**src/sup_pkg.sv**
```systemverilog
// sup_pkg: constants shared by the supervisor device end and the host end.
// assumes a single 25 MHz clock shared by both ends of the link.
package sup_pkg;

  // ****************************************
  // clock and timing
  // ****************************************
  localparam int CLK_FREQ_HZ = 25000000;
  localparam int HZ_PER_KHZ = 1000;
  localparam int HZ_PER_MHZ = 1000000;
  localparam int MS_CYCLES = CLK_FREQ_HZ / HZ_PER_KHZ;
  localparam int RESET_FILTER_TIME_US = 10;
  localparam int RESET_FILTER_CYCLES =
    (RESET_FILTER_TIME_US * CLK_FREQ_HZ + HZ_PER_MHZ - 1) / HZ_PER_MHZ;
  localparam int RESET_DELAY_TIME_MS = 10;
  localparam int LONG_OPEN_WINDOW_TIME_MS = 200;
  localparam int WD_CLOSED_PCT = 60;
  localparam int PCT_FULL = 100;
  localparam logic [10:0] WD_PERIOD_1_MS = 11'h00A;
  localparam logic [10:0] WD_PERIOD_2_MS = 11'h014;
  localparam logic [10:0] WD_PERIOD_3_MS = 11'h032;
  localparam logic [10:0] WD_PERIOD_4_MS = 11'h064;
  localparam logic [10:0] WD_PERIOD_5_MS = 11'h0C8;
  localparam logic [10:0] WD_PERIOD_6_MS = 11'h1F4;
  localparam logic [10:0] WD_PERIOD_7_MS = 11'h3E8;
  localparam int FRAME_LEN_CYCLES = 4;

  // ****************************************
  // device register map on the link
  // ****************************************
  localparam logic [1:0] DEV_MODE_CTRL = 2'h0;
  localparam logic [1:0] DEV_WDOG_CTRL = 2'h1;
  localparam logic [1:0] DEV_SUP_CFG = 2'h2;
  localparam logic [1:0] DEV_SUP_STAT = 2'h3;
  localparam int MODE_FIELD_LSB = 0;
  localparam logic [1:0] MODE_WR_NORMAL = 2'h0;
  localparam logic [1:0] MODE_WR_SLEEP = 2'h1;
  localparam logic [1:0] MODE_WR_STOP = 2'h2;
  localparam logic [1:0] MODE_WR_SOFT_RESET = 2'h3;
  localparam int WD_PERIOD_LSB = 0;
  localparam int WD_RSVD_BIT = 3;
  localparam int WD_TYPE_BIT = 4;
  localparam int WD_CHK_BIT = 7;
  localparam logic [2:0] WD_PERIOD_DEFAULT = 3'h4;
  localparam logic WD_TYPE_DEFAULT = 1'b0;
  localparam int CFG_SOFT_RO_BIT = 0;
  localparam int CFG_THR_LSB = 1;
  localparam logic SOFT_RO_DEFAULT = 1'b1;
  localparam logic [1:0] THRESHOLD_DEFAULT = 2'h0;
  localparam logic [1:0] CFG_SEL_CONFIG2 = 2'h1;
  localparam logic [1:0] FAIL_MAX_CONFIG2 = 2'h1;
  localparam logic [1:0] FAIL_MAX_OTHER = 2'h2;

  // ****************************************
  // host register map on the user port
  // ****************************************
  localparam logic [3:0] HOST_DATA = 4'h0;
  localparam logic [3:0] HOST_CMD = 4'h4;
  localparam logic [3:0] HOST_STAT = 4'h8;
  localparam int HOST_CMD_WRITE_BIT = 2;
  localparam int HOST_STAT_BUSY_BIT = 0;
  localparam int HOST_STAT_RESET_BIT = 1;
  localparam int HOST_STAT_RDATA_LSB = 8;

  typedef enum logic [5:0] {
    M_INIT     = 6'b00_0001,
    M_NORMAL   = 6'b00_0010,
    M_STOP     = 6'b00_0100,
    M_SLEEP    = 6'b00_1000,
    M_RESTART  = 6'b01_0000,
    M_FAILSAFE = 6'b10_0000
  } mode_t;

  typedef enum logic [2:0] {
    H_IDLE  = 3'b001,
    H_FRAME = 3'b010,
    H_END   = 3'b100
  } host_state_t;

endpackage

```
**src/sup_if.sv**
```systemverilog
// sup_if: link between host and supervisor: frame lines, read data, reset line.
// assumes both ends run on the same clock; no wire is shared in both directions.
`timescale 1ns/100ps
interface sup_if;
  logic chip_select_n;
  logic frame_write;
  logic [1:0] frame_addr;
  logic [7:0] frame_data;
  logic [7:0] read_data;
  logic reset_out_n;

  modport device (
    input chip_select_n,
    input frame_write,
    input frame_addr,
    input frame_data,
    output read_data,
    output reset_out_n
  );

  modport host (
    output chip_select_n,
    output frame_write,
    output frame_addr,
    output frame_data,
    input read_data,
    input reset_out_n
  );
endinterface

```
**src/sup_device.sv**
```systemverilog
// sup_device: reset output, watchdog, failure counter and mode sequencing.
// assumes the host holds frame lines stable from frame start until one cycle
// after chip_select_n rises; analog comparator and wake inputs are async pins.
//
// Behaviour
// - reset low after filter, held event plus delay
// - power-up holds reset until supply good plus delay
// - reset threshold selectable, default after reset
// - mode write 11 soft-resets to init, defaults
// - soft reset honoured only in normal or stop
// - config bit chooses soft reset driving reset
// - type bit default timeout, writable normal only
// - long window after init or restart release, stop exit, soft reset
// - new timing restarts watchdog at once
// - trigger is watchdog write, executed on select rise
// - long open window lasts 200 ms
// - seven periods 10 to 1000 ms
// - failure enters restart or fail-safe, then normal
// - development mode keeps watchdog off
// - bad trigger counts, saturating per configuration
// - counter clears on good trigger or in sleep
// - timeout: trigger anytime restarts, expiry resets
// - window: 60 percent closed, then open
// - host triggers between 0.72 and 1.00 period
// - even parity over data, else ignore, flag
// - parity uses written reserved bit 3
//
// The strobed register port and the register addresses were decided locally.
`timescale 1ns/100ps
module sup_device
  import sup_pkg::*;
#(
  parameter int unsigned CYCLES_PER_MS = MS_CYCLES
) (
  input wire logic CLK,
  input wire logic RST,
  input wire logic VCC_UNDERVOLTAGE,
  input wire logic DEV_MODE,
  input wire logic WAKE,
  input wire logic FAILSAFE_ON_WDOG,
  input wire logic [1:0] CFG_SEL,
  output logic [1:0] THRESHOLD_SEL,
  sup_if.device link
);

  // ****************************************
  // checks and lookups
  // ****************************************
  if (CYCLES_PER_MS < 2 || CYCLES_PER_MS > 65536) begin : g_chk
    $error("CYCLES_PER_MS out of range");
  end

  function automatic logic [10:0] period_ms(input logic [2:0] sel);
    logic [10:0] p;
    p = WD_PERIOD_1_MS;
    unique case (sel)
      3'h2: p = WD_PERIOD_2_MS;
      3'h3: p = WD_PERIOD_3_MS;
      3'h4: p = WD_PERIOD_4_MS;
      3'h5: p = WD_PERIOD_5_MS;
      3'h6: p = WD_PERIOD_6_MS;
      3'h7: p = WD_PERIOD_7_MS;
      default: p = WD_PERIOD_1_MS;
    endcase
    return p;
  endfunction

  function automatic logic [10:0] closed_ms(input logic [10:0] p);
    int c;
    c = int'(p) * WD_CLOSED_PCT / PCT_FULL;
    return c[10:0];
  endfunction

  // ****************************************
  // pin synchronisers and frame end
  // ****************************************
  logic [2:0] pin_s1_reg;
  logic [2:0] pin_s2_reg;
  logic uv_s;
  logic dev_s;
  logic wake_s;
  logic cs_prev_reg;
  logic frame_end;
  logic wr;

  always_ff @(posedge CLK) begin
    pin_s1_reg <= {WAKE, DEV_MODE, VCC_UNDERVOLTAGE};
    pin_s2_reg <= pin_s1_reg;
  end
  assign uv_s = pin_s2_reg[0];
  assign dev_s = pin_s2_reg[1];
  assign wake_s = pin_s2_reg[2];

  always_ff @(posedge CLK) begin
    if (RST) begin
      cs_prev_reg <= 1'b1;
    end else begin
      cs_prev_reg <= link.chip_select_n;
    end
  end
  assign frame_end = link.chip_select_n & ~cs_prev_reg;
  assign wr = frame_end & link.frame_write;

  // ****************************************
  // decoded commands
  // ****************************************
  mode_t mode_reg;
  logic [2:0] period_sel_reg;
  logic type_reg;
  logic soft_ro_reg;
  logic [1:0] fail_cnt_reg;
  logic serial_fail_reg;
  logic reset_low_reg;
  logic reset_low_d_reg;
  logic wd_on_reg;
  logic wd_long_reg;
  logic [10:0] wd_ms_reg;
  logic parity_ok;
  logic wd_wr;
  logic wd_valid;
  logic wd_set;
  logic mode_wr;
  logic [1:0] mode_val;
  logic soft_req;
  logic rel_pulse;
  logic uv_event_reg;
  logic wd_allowed;
  logic closed_hit;
  logic expire;
  logic wdog_fail_count;
  logic good_trig;
  logic start_long;
  logic [10:0] limit_ms;

  assign parity_ok = ~^link.frame_data;
  assign wd_wr = wr & (link.frame_addr == DEV_WDOG_CTRL);
  assign wd_valid = wd_wr & parity_ok;
  assign wd_set = wd_valid & (mode_reg == M_NORMAL);
  assign mode_wr = wr & (link.frame_addr == DEV_MODE_CTRL);
  assign mode_val = link.frame_data[MODE_FIELD_LSB +: 2];
  assign soft_req = mode_wr & (mode_val == MODE_WR_SOFT_RESET)
    & (mode_reg == M_NORMAL || mode_reg == M_STOP);

  // ****************************************
  // one millisecond tick
  // ****************************************
  logic [15:0] div_reg;
  logic ms_tick_reg;

  always_ff @(posedge CLK) begin
    if (RST || div_reg == 16'(CYCLES_PER_MS - 1)) begin
      div_reg <= 16'h0000;
    end else begin
      div_reg <= div_reg + 16'h0001;
    end
  end

  always_ff @(posedge CLK) begin
    ms_tick_reg <= ~RST && div_reg == 16'(CYCLES_PER_MS - 1);
  end

  // ****************************************
  // reset output
  // ****************************************
  logic [15:0] uv_cnt_reg;
  logic [7:0] rd_cnt_reg;
  logic cause;
  logic wake_restart;

  always_ff @(posedge CLK) begin
    if (RST || !uv_s) begin
      uv_cnt_reg <= 16'h0000;
      uv_event_reg <= 1'b0;
    end else if (uv_cnt_reg == 16'(RESET_FILTER_CYCLES - 1)) begin
      uv_event_reg <= 1'b1;
    end else begin
      uv_cnt_reg <= uv_cnt_reg + 16'h0001;
    end
  end

  assign wake_restart = wake_s & (mode_reg == M_SLEEP || mode_reg == M_FAILSAFE);
  assign cause = uv_event_reg | wdog_fail_count | (soft_req & soft_ro_reg) | wake_restart;

  always_ff @(posedge CLK) begin
    if (RST) begin
      reset_low_reg <= 1'b1;
      rd_cnt_reg <= 8'(RESET_DELAY_TIME_MS);
    end else if (cause) begin
      reset_low_reg <= 1'b1;
      rd_cnt_reg <= 8'(RESET_DELAY_TIME_MS);
    end else if (reset_low_reg && ms_tick_reg) begin
      if (rd_cnt_reg <= 8'h01) begin
        reset_low_reg <= 1'b0;
        rd_cnt_reg <= 8'h00;
      end else begin
        rd_cnt_reg <= rd_cnt_reg - 8'h01;
      end
    end
  end

  always_ff @(posedge CLK) begin
    if (RST) begin
      reset_low_d_reg <= 1'b1;
      link.reset_out_n <= 1'b0;
    end else begin
      reset_low_d_reg <= reset_low_reg;
      link.reset_out_n <= ~reset_low_reg;
    end
  end
  assign rel_pulse = reset_low_d_reg & ~reset_low_reg;

  // ****************************************
  // modes
  // ****************************************
  always_ff @(posedge CLK) begin
    if (RST || soft_req) begin
      mode_reg <= M_INIT;
    end else if (wdog_fail_count) begin
      mode_reg <= FAILSAFE_ON_WDOG ? M_FAILSAFE : M_RESTART;
    end else if (uv_event_reg && mode_reg != M_SLEEP && mode_reg != M_FAILSAFE
        && mode_reg != M_INIT) begin
      mode_reg <= M_RESTART;
    end else begin
      unique case (mode_reg)
        M_INIT: if (mode_wr && mode_val == MODE_WR_NORMAL) mode_reg <= M_NORMAL;
        M_NORMAL: begin
          if (mode_wr && mode_val == MODE_WR_SLEEP) mode_reg <= M_SLEEP;
          else if (mode_wr && mode_val == MODE_WR_STOP) mode_reg <= M_STOP;
        end
        M_STOP: if (mode_wr && mode_val == MODE_WR_NORMAL) mode_reg <= M_NORMAL;
        M_SLEEP: if (wake_s) mode_reg <= M_RESTART;
        M_RESTART: if (rel_pulse) mode_reg <= M_NORMAL;
        M_FAILSAFE: if (wake_s) mode_reg <= M_RESTART;
      endcase
    end
  end

  // ****************************************
  // watchdog
  // ****************************************
  assign wd_allowed = ~dev_s & ~reset_low_reg
    & (mode_reg == M_INIT || mode_reg == M_NORMAL || mode_reg == M_STOP);
  assign limit_ms = wd_long_reg ? 11'(LONG_OPEN_WINDOW_TIME_MS)
    : period_ms(period_sel_reg);
  assign closed_hit = ~wd_long_reg & type_reg
    & (wd_ms_reg < closed_ms(period_ms(period_sel_reg)));
  assign expire = ms_tick_reg & (wd_ms_reg + 11'h001 >= limit_ms);
  assign wdog_fail_count = wd_allowed & wd_on_reg & ((wd_valid & closed_hit) | expire);
  assign good_trig = wd_allowed & wd_on_reg & wd_valid & ~closed_hit;
  assign start_long = (rel_pulse & (mode_reg == M_INIT || mode_reg == M_RESTART))
    | (soft_req & ~soft_ro_reg)
    | (mode_reg == M_STOP && mode_wr && mode_val == MODE_WR_NORMAL);

  always_ff @(posedge CLK) begin
    if (RST) begin
      wd_on_reg <= 1'b0;
      wd_long_reg <= 1'b0;
      wd_ms_reg <= 11'h000;
    end else if (start_long) begin
      wd_on_reg <= 1'b1;
      wd_long_reg <= 1'b1;
      wd_ms_reg <= 11'h000;
    end else if (!wd_allowed) begin
      wd_on_reg <= 1'b0;
      wd_ms_reg <= 11'h000;
    end else if (good_trig || (wd_on_reg && wd_set)) begin
      wd_long_reg <= 1'b0;
      wd_ms_reg <= 11'h000;
    end else if (wd_on_reg && ms_tick_reg) begin
      wd_ms_reg <= wd_ms_reg + 11'h001;
    end
  end

  // ****************************************
  // registers
  // ****************************************
  always_ff @(posedge CLK) begin
    if (RST || soft_req) begin
      period_sel_reg <= WD_PERIOD_DEFAULT;
      type_reg <= WD_TYPE_DEFAULT;
    end else if (wd_set) begin
      period_sel_reg <= link.frame_data[WD_PERIOD_LSB +: 3];
      type_reg <= link.frame_data[WD_TYPE_BIT];
    end
  end

  always_ff @(posedge CLK) begin
    if (RST || soft_req) begin
      soft_ro_reg <= SOFT_RO_DEFAULT;
      THRESHOLD_SEL <= THRESHOLD_DEFAULT;
    end else if (wr && link.frame_addr == DEV_SUP_CFG) begin
      soft_ro_reg <= link.frame_data[CFG_SOFT_RO_BIT];
      THRESHOLD_SEL <= link.frame_data[CFG_THR_LSB +: 2];
    end
  end

  always_ff @(posedge CLK) begin
    if (RST || soft_req) begin
      fail_cnt_reg <= 2'h0;
    end else if (wdog_fail_count) begin
      if (fail_cnt_reg < ((CFG_SEL == CFG_SEL_CONFIG2) ? FAIL_MAX_CONFIG2 : FAIL_MAX_OTHER)) begin
        fail_cnt_reg <= fail_cnt_reg + 2'h1;
      end
    end else if (good_trig || mode_reg == M_SLEEP) begin
      fail_cnt_reg <= 2'h0;
    end
  end

  always_ff @(posedge CLK) begin
    if (RST || soft_req) begin
      serial_fail_reg <= 1'b0;
    end else if (wd_wr && !parity_ok) begin
      serial_fail_reg <= 1'b1;
    end else if (wr && link.frame_addr == DEV_SUP_STAT) begin
      serial_fail_reg <= 1'b0;
    end
  end

  // ****************************************
  // read back
  // ****************************************
  logic [2:0] mode_idx;

  always_comb begin
    mode_idx = 3'h0;
    unique case (mode_reg)
      M_INIT: mode_idx = 3'h0;
      M_NORMAL: mode_idx = 3'h1;
      M_STOP: mode_idx = 3'h2;
      M_SLEEP: mode_idx = 3'h3;
      M_RESTART: mode_idx = 3'h4;
      M_FAILSAFE: mode_idx = 3'h5;
    endcase
  end

  always_ff @(posedge CLK) begin
    if (RST) begin
      link.read_data <= 8'h00;
    end else begin
      unique case (link.frame_addr)
        DEV_MODE_CTRL: link.read_data <= {5'h00, mode_idx};
        DEV_WDOG_CTRL: link.read_data <= {3'h0, type_reg, 1'b0, period_sel_reg};
        DEV_SUP_CFG: link.read_data <= {5'h00, THRESHOLD_SEL, soft_ro_reg};
        DEV_SUP_STAT: link.read_data <= {5'h00, serial_fail_reg, fail_cnt_reg};
      endcase
    end
  end

endmodule

```
**src/flat_wrapper.sv**
```systemverilog
// flat-port wrapper written by rule: the top's interface ports become plain ports
module sup_device_flat import sup_pkg::*;
#(
  parameter int unsigned CYCLES_PER_MS = MS_CYCLES
)
  (CLK, RST, VCC_UNDERVOLTAGE, DEV_MODE, WAKE, FAILSAFE_ON_WDOG, CFG_SEL, THRESHOLD_SEL, link_chip_select_n, link_frame_write, link_frame_addr, link_frame_data, link_read_data, link_reset_out_n);
  sup_if link_i ();
  input wire logic CLK;
  input wire logic RST;
  input wire logic VCC_UNDERVOLTAGE;
  input wire logic DEV_MODE;
  input wire logic WAKE;
  input wire logic FAILSAFE_ON_WDOG;
  input wire logic [1:0] CFG_SEL;
  output logic [1:0] THRESHOLD_SEL;
  input wire logic [$bits(link_i.chip_select_n)-1:0] link_chip_select_n;
  input wire logic [$bits(link_i.frame_write)-1:0] link_frame_write;
  input wire logic [$bits(link_i.frame_addr)-1:0] link_frame_addr;
  input wire logic [$bits(link_i.frame_data)-1:0] link_frame_data;
  output wire logic [$bits(link_i.read_data)-1:0] link_read_data;
  output wire logic [$bits(link_i.reset_out_n)-1:0] link_reset_out_n;
  assign link_i.chip_select_n = link_chip_select_n;
  assign link_i.frame_write = link_frame_write;
  assign link_i.frame_addr = link_frame_addr;
  assign link_i.frame_data = link_frame_data;
  assign link_read_data = link_i.read_data;
  assign link_reset_out_n = link_i.reset_out_n;
  sup_device #(.CYCLES_PER_MS(CYCLES_PER_MS)) u_core (.CLK(CLK), .RST(RST), .VCC_UNDERVOLTAGE(VCC_UNDERVOLTAGE), .DEV_MODE(DEV_MODE), .WAKE(WAKE), .FAILSAFE_ON_WDOG(FAILSAFE_ON_WDOG), .CFG_SEL(CFG_SEL), .THRESHOLD_SEL(THRESHOLD_SEL), .link(link_i));
endmodule
```
**config.mk**
```make
export PLATFORM = sky130hd
export DESIGN_NAME = sup_device_flat
export DESIGN_NICKNAME = d
export VERILOG_FILES = /design/src/sup_pkg.sv /design/src/sup_if.sv /design/src/sup_device.sv /design/src/flat_wrapper.sv
export SDC_FILE = /design/constraint.sdc
export NUM_CORES = 1
export LEC_CHECK = 0
export BUFFER_PORTS_ARGS = -buffer_cell sky130_fd_sc_hd__buf_2
export CAP_MARGIN = 0
export CORE_MARGIN = 10
export CORE_UTILIZATION = 45
export DETAILED_ROUTE_END_ITERATION = 6
export GPL_ROUTABILITY_DRIVEN = 0
export PLACE_DENSITY_LB_ADDON = 0.1
export SETUP_SLACK_MARGIN = 0.3
export SYNTH_ARGS = -nofsm -noshare
export SYNTH_HDL_FRONTEND = slang
export SYNTH_SLANG_ARGS = --single-unit
```
**constraint.sdc**
```tcl
create_clock -name CLK -period 10.65 [get_ports CLK]
set_input_delay 2.13 -clock CLK [delete_from_list [all_inputs] [get_ports CLK]]
set_output_delay 2.13 -clock CLK [all_outputs]
set_load 0.05 [all_outputs]
```
; ---- Word level (Yosys, flattened, before mapping)
; Cells that the tools add are included.
[op_classes]
div_mod_pow = 1
order_cmp = 4
n_reduce_logical = 42
eq_ne = 30
addsub = 5
bitwise = 37
n_mux = 25
multipliers = 1
[op_table]
columns = operator, count
row1 = case mux 10 bit (6 select lines), 1
row2 = two-way mux 6 bit, 8
row3 = adder 16 x 1 -> 16 bit (second input constant), 2
row4 = divider 32 x 8 -> 32 bit (second input constant), 1
row5 = case mux 8 bit (4 select lines), 1
row6 = case mux 6 bit (4 select lines), 1
row7 = bitwise AND 1 bit, 23
row8 = case mux 3 bit (6 select lines), 1
row9 = equality test 16 x 15 -> 1 bit (second input constant), 1
row10 = equality test 16 x 8 -> 1 bit (second input constant), 1
row11 = logical AND 1 bit, 15
row12 = multiplier 10 x 4 -> 14 bit (second input constant), 1
row13 = equality test 3 bit (second input constant), 4
row14 = inequality test 4 x 1 -> 1 bit (second input constant), 3
row15 = adder 11 x 1 -> 11 bit (second input constant), 1
row16 = greater-or-equal comparator 11 bit, 1
row17 = less-than comparator 11 bit, 1
row18 = logical OR 1 bit, 10
row19 = two-way mux 10 bit, 1
row20 = equality test 2 bit (second input constant), 4
row21 = less-or-equal comparator 8 x 1 -> 1 bit (second input constant), 1
row22 = two-way mux 2 bit, 4
row23 = two-way mux 8 bit, 1
row24 = NOT 1 bit, 8
row25 = other kinds (26), 50
[word_totals]
register_bits = 89
input_bits = 20

; ---- Logic depth before layout (Yosys ltp)
[depth]
word_depth = 13
mapped_depth = 45

; ---- Least setup slack after synthesis
; Ideal clock, no wire load.
[synth_path]
kind = register -> register
start = register u_core.period_sel_reg[1]
end = register u_core.fail_cnt_reg[1]
setup_slack_ns = 1.258
arrival_ns = 9.274
t_required_ns = 10.531
setup_ns = 0.119
path_stages_with_launch = 43
path_cell_list = dfxtp_1 -> buf_2 -> clkinv_1 -> ha_1 -> clkbuf_1 -> a21oi_1 -> inv_1 -> ha_1 -> nand2b_1 -> inv_1 -> fa_1 -> nand3_1 -> and3_1 -> clkbuf_1 -> o21ai_0 -> a21oi_1 -> nor3_4 -> or4_4 -> (+7 left out) -> a2111oi_4 -> a211oi_4 -> mux2i_4 -> xnor2_1 -> ha_1 -> nor2b_1 -> o2111ai_1 -> nand2_1 -> ha_1 -> nand4_1 -> nor4bb_1 -> o2111a_1 -> and4bb_1 -> o2111ai_2 -> nand2_2 -> buf_6 -> nor2_1 -> o221a_1
[synth_via]
elab_chain_cells = 11
word_cells_on_any_way = 24
classes_between = mul: 1 / div: 1 / order compare: 2 / eq/ne: 7 / mux: 3 / bitwise: 7 / reduce/logical: 3
[synth_lines]
columns = element, line
row1 = "start, declared", sup_device.sv:108  ; logic [2:0] period_sel_reg;
row2 = "start signal, assigned", sup_device.sv:282  ; period_sel_reg <= link.frame_data[WD_PERIOD_LSB +: 3];
row3 = equality test 3 bit / equality test 3 x 2 -> 1 bit (equally long branches), sup_device.sv:56  ; unique case (sel)
row4 = case mux 10 bit (6 select lines) *, sup_device.sv:56
row5 = multiplier 10 x 4 -> 14 bit, sup_device.sv:70  ; c = int'(p) * WD_CLOSED_PCT / PCT_FULL;
row6 = divider 32 x 8 -> 32 bit, sup_device.sv:70
row7 = less-than comparator 11 bit, sup_device.sv:246  ; & (wd_ms_reg < closed_ms(period_ms(period_sel_reg)));
row8 = bitwise AND 1 bit, sup_device.sv:246
row9 = bitwise AND 1 bit / NOT 1 bit (equally long branches), "sup_device.sv:248, sup_device.sv:249"
row10 = bitwise OR 1 bit / bitwise AND 1 bit (equally long branches), "sup_device.sv:248, sup_device.sv:249"
row11 = bitwise AND 1 bit / logical OR 1 bit (equally long branches), "sup_device.sv:248, sup_device.sv:304"
row12 = inequality test 2 bit (no line) / nonzero test 2 bit (equally long branches), -
row13 = AND reduction 2 bit (no line), -
row14 = "end signal, assigned", sup_device.sv:302  ; fail_cnt_reg <= fail_cnt_reg + 2'h1;
row15 = "end, declared", sup_device.sv:111  ; logic [1:0] fail_cnt_reg;
; Every way passes the cells marked *; elsewhere a longest branch is shown, timed or not.
; A chain may end at the register's enable or synchronous reset.

; ---- Final worst setup path
[layout_path]
start = register u_core.period_sel_reg[2]
end = register u_core.fail_cnt_reg[0]
; The elaborated chain is that of the path after synthesis.

==> Implementation_results.wiki <==
{| class="wikitable"
! Metric !! Value
|-
| Status || finished, final reports clean
|-
| Final Total Pwr || 0.7539 mW
|-
| Rel. slew slack || 0.4550
|-
| Category of the worst setup path launch point || flop
|-
| Worst-path maximum fanout || 22
|-
| Final setup violating endpoints || 0
|-
| Average wire per cell in the routed design || 17.04 um
|-
| Final worst-path cycle share || 0.9286
|-
| Final Routed Wirelength || about 23 mm
|-
| Synth cell count leaders || 137 x sky130_fd_sc_hd__nor2_1, 90 x sky130_fd_sc_hd__nand2_1, 85 x sky130_fd_sc_hd__dfxtp_1, 74 x sky130_fd_sc_hd__a21oi_1, 55 x sky130_fd_sc_hd__ha_1
|-
| Nature of the critical path endpoint || flop
|-
| Initial Utilization || 0.4578
|-
| Fraction of layout cells with a size suffix above 1 || 0.1263
|-
| Library cell occupying the most area in the post-synthesis netlist || sky130_fd_sc_hd__dfxtp_1
|-
| Antenna violations before repair || 0
|-
| Root Buffer Master || sky130_fd_sc_hd__clkbuf_16
|-
| Post-synthesis sequential area ratio || 0.2069
|-
| Die span in y || 155.2 um
|-
| Req. time, crit path || 10870 ps
|-
| CP peak stage delay || about 460 ps
|-
| Final net count || 1165
|-
| H-tree levels || 3
|-
| Startpoint-to-endpoint class of the critical path || flop to flop
|-
| Arrival time reported for the critical path endpoint || 10110 ps
|-
| Clock transition at the registers of the reported paths || 60 ps
|-
| Final period demand of the worst path || 9890 ps
|-
| Via count normalized by instance count || 5.905
|-
| Count of final max-slew check failures || 0
|-
| Top cells by area in the synthesized netlist || sky130_fd_sc_hd__dfxtp_1 21%, sky130_fd_sc_hd__ha_1 8.4%, sky130_fd_sc_hd__nor2_1 6.3%
|-
| Worst Slack Setup Final || 759.9 ps
|-
| Maximum number of pins on one net before global-route repair || 24
|-
| Synth Flop Type || sky130_fd_sc_hd__dfxtp_1
|-
| Max-cap violations || 0
|-
| Power per Cell Area || 84.52 nW/um2
|-
| Vias after detailed routing || 7807
|-
| Clk Latency, worst-skew pair || 340 ps
|-
| Synth cell types || 112
|-
| Buffer depth of the longest clock path || 2
|-
| Post-detailed-route count of antenna-violating nets || 0
|-
| Number of enable-type register cells in the synthesized netlist || 0
|-
| Post-synthesis to final-layout area growth || 8.459%
|-
| Final global-route overflow total || 0
|-
| Mean instance size in the synthesized netlist || ~7.7 um2
|-
| Width of the die || 155.2 um
|-
| Via count of the first global-routing pass || a little over 7k
|-
| Final Hold Fails || 0
|-
| Slew at the pin closest to its max-slew limit || 811.3 ps
|-
| Count of buffers inserted at the top-level ports || 26
|-
| FF+latch count, synth || 85
|-
| Combined global-route utilization of all metal layers || 0.1806
|-
| DRC violation count after routing || 0
|-
| Area of the core || 17960 um2
|-
| DP Wirelength || 17.51 mm
|-
| Setup total negative slack || 0 ps
|-
| Leakage || 3.498 nW
|-
| Area of the die || 24080 um2
|-
| Cell occurring most often along the worst timing path || sky130_fd_sc_hd__ha_1
|-
| Post-place setup slack || 333.8 ps
|-
| Tightest Hold Check Type || flop to flop
|-
| Synthesized cell area || 8224 um2
|-
| Yosys warnings || 0
|-
| TritonCTS clock tree || done
|-
| Core utilization of the finished layout || 0.4966
|-
| Async set or reset register ratio after synthesis || 0
|-
| Worst setup skew after layout || about 9.6 ps
|-
| Worst IR Drop VDD || 0.1020 mV
|-
| Starting DRT DRC Count || 599
|-
| Inserted Diodes || 0
|-
| Global-route wire length before repair || 37.00 mm
|-
| Number of placement rows || 49
|-
| Unrepaired setup endpoints after global routing || no
|-
| Area share of the largest cell type after synthesis || 0.2069
|-
| Number of buffers created by CTS || 9
|-
| Cts hold-fix bufs || 0
|-
| Highest clock rate || between 100 and 150 MHz
|-
| Ports placed on the boundary || 31
|-
| Count of clock tree sinks || between 80 and 90
|-
| Worst hold slack across all endpoints || approximately 330 ps
|-
| First-pass iteration count of the detailed router || 5
|-
| Worst path slowest cell || sky130_fd_sc_hd__or3_1
|-
| Most frequent cell after synthesis || sky130_fd_sc_hd__nor2_1
|-
| Syn Inst Count || 1072
|}
logic make-up after synthesis:
kind of cell / synth area share
adders and majority gates: 0.08854
DFF: 0.2069
buffers and inverters: 0.04458
muxes: 0.03286
other: 0.0004560
AOI/OAI and AO/OA: 0.2379
xor gates and xnor gates: 0.09798
and+or+nand+nor: 0.2907
layout make-up:
| cell class | instances | area, um2 |
|---|---|---|
| clock inverters | 3 | 20.02 |
| repair buffers | 48 | 295.3 |
| clock buffers | 13 | 260.3 |
| fillers | 1784 | 9044 |
| well taps | 229 | 286.5 |
| multi-input cells | 906 | 6203 |
| flip-flops and latches | 85 | 1704 |
| inverters | 38 | 150.1 |
what timing repair did:
item,CTS,global route
gates resized for setup,0,13
hold endpoints to repair,0,0
setup buffers,0,14
setup endpoints to repair,0,29
per-layer routing:
metal | GRT usage | vias up | wire, um | share of wire
met5 | 0 | - | 0 | 0
met4 | 0.02897 | 0 | 114 | 0.0051
met3 | 0.03060 | 9 | 1197 | 0.053
met2 | 0.2702 | 210 | 9733 | 0.43
met1 | 0.2672 | 3673 | 11480 | 0.51
li1 | - | 3915 | - | -
where the power goes:
part	internal [mW]	switching (mW)
logic	0.0491	0.0698
clock network	0.171	0.123
registers	0.328	0.0136
worst max-delay path, delay by kind of cell (launching register included):
kind	cells	cell delay, ps
multiplexers	2	510
AO/OA/AOI/OAI	13	3120
buffers and inverters	6	1070
adder cells (fa/ha/maj)	5	1420
AND/OR/NAND/NOR	13	2930
flip-flops	1	370
XOR/XNOR	2	330
placed cells by master (no fill, tap or decap), types with 18 or more instances in the layout:
cell type                 count
sky130_fd_sc_hd__dfxtp_1     83
sky130_fd_sc_hd__or3_1       18
sky130_fd_sc_hd__xnor2_1     46
sky130_fd_sc_hd__ha_1        55
sky130_fd_sc_hd__a21oi_1     72
sky130_fd_sc_hd__mux2i_1     20
sky130_fd_sc_hd__and3_1      18
sky130_fd_sc_hd__nand3_1     41
sky130_fd_sc_hd__o21ai_0     38
sky130_fd_sc_hd__buf_4       22
sky130_fd_sc_hd__nor3_1      32
sky130_fd_sc_hd__buf_2       26
sky130_fd_sc_hd__nor2_1     137
sky130_fd_sc_hd__inv_1       32
sky130_fd_sc_hd__nand2_1     90
sky130_fd_sc_hd__xor2_1      36
worst paths after layout:
path | startpoint | to | slack [ps] | cells after the start
worst max-delay path | u_core.period_sel_reg[2] | u_core.fail_cnt_reg[0] | 760 | 41
worst min register to register | u_core.pin_s1_reg[0] | u_core.pin_s2_reg[0] | 330 | 0
worst max register to register | u_core.period_sel_reg[2] | u_core.fail_cnt_reg[0] | 760 | 41
worst min-delay path | u_core.pin_s1_reg[0] | u_core.pin_s2_reg[0] | 330 | 0
metrics by stage:
stage	instances	cell area, um2
floorplan	1075	8235
global placement	1292	8488
detailed placement	1292	8488
CTS	1308	8768
global route	1322	8920
finish	1322	8920
(Power assumes the default switching activity.)
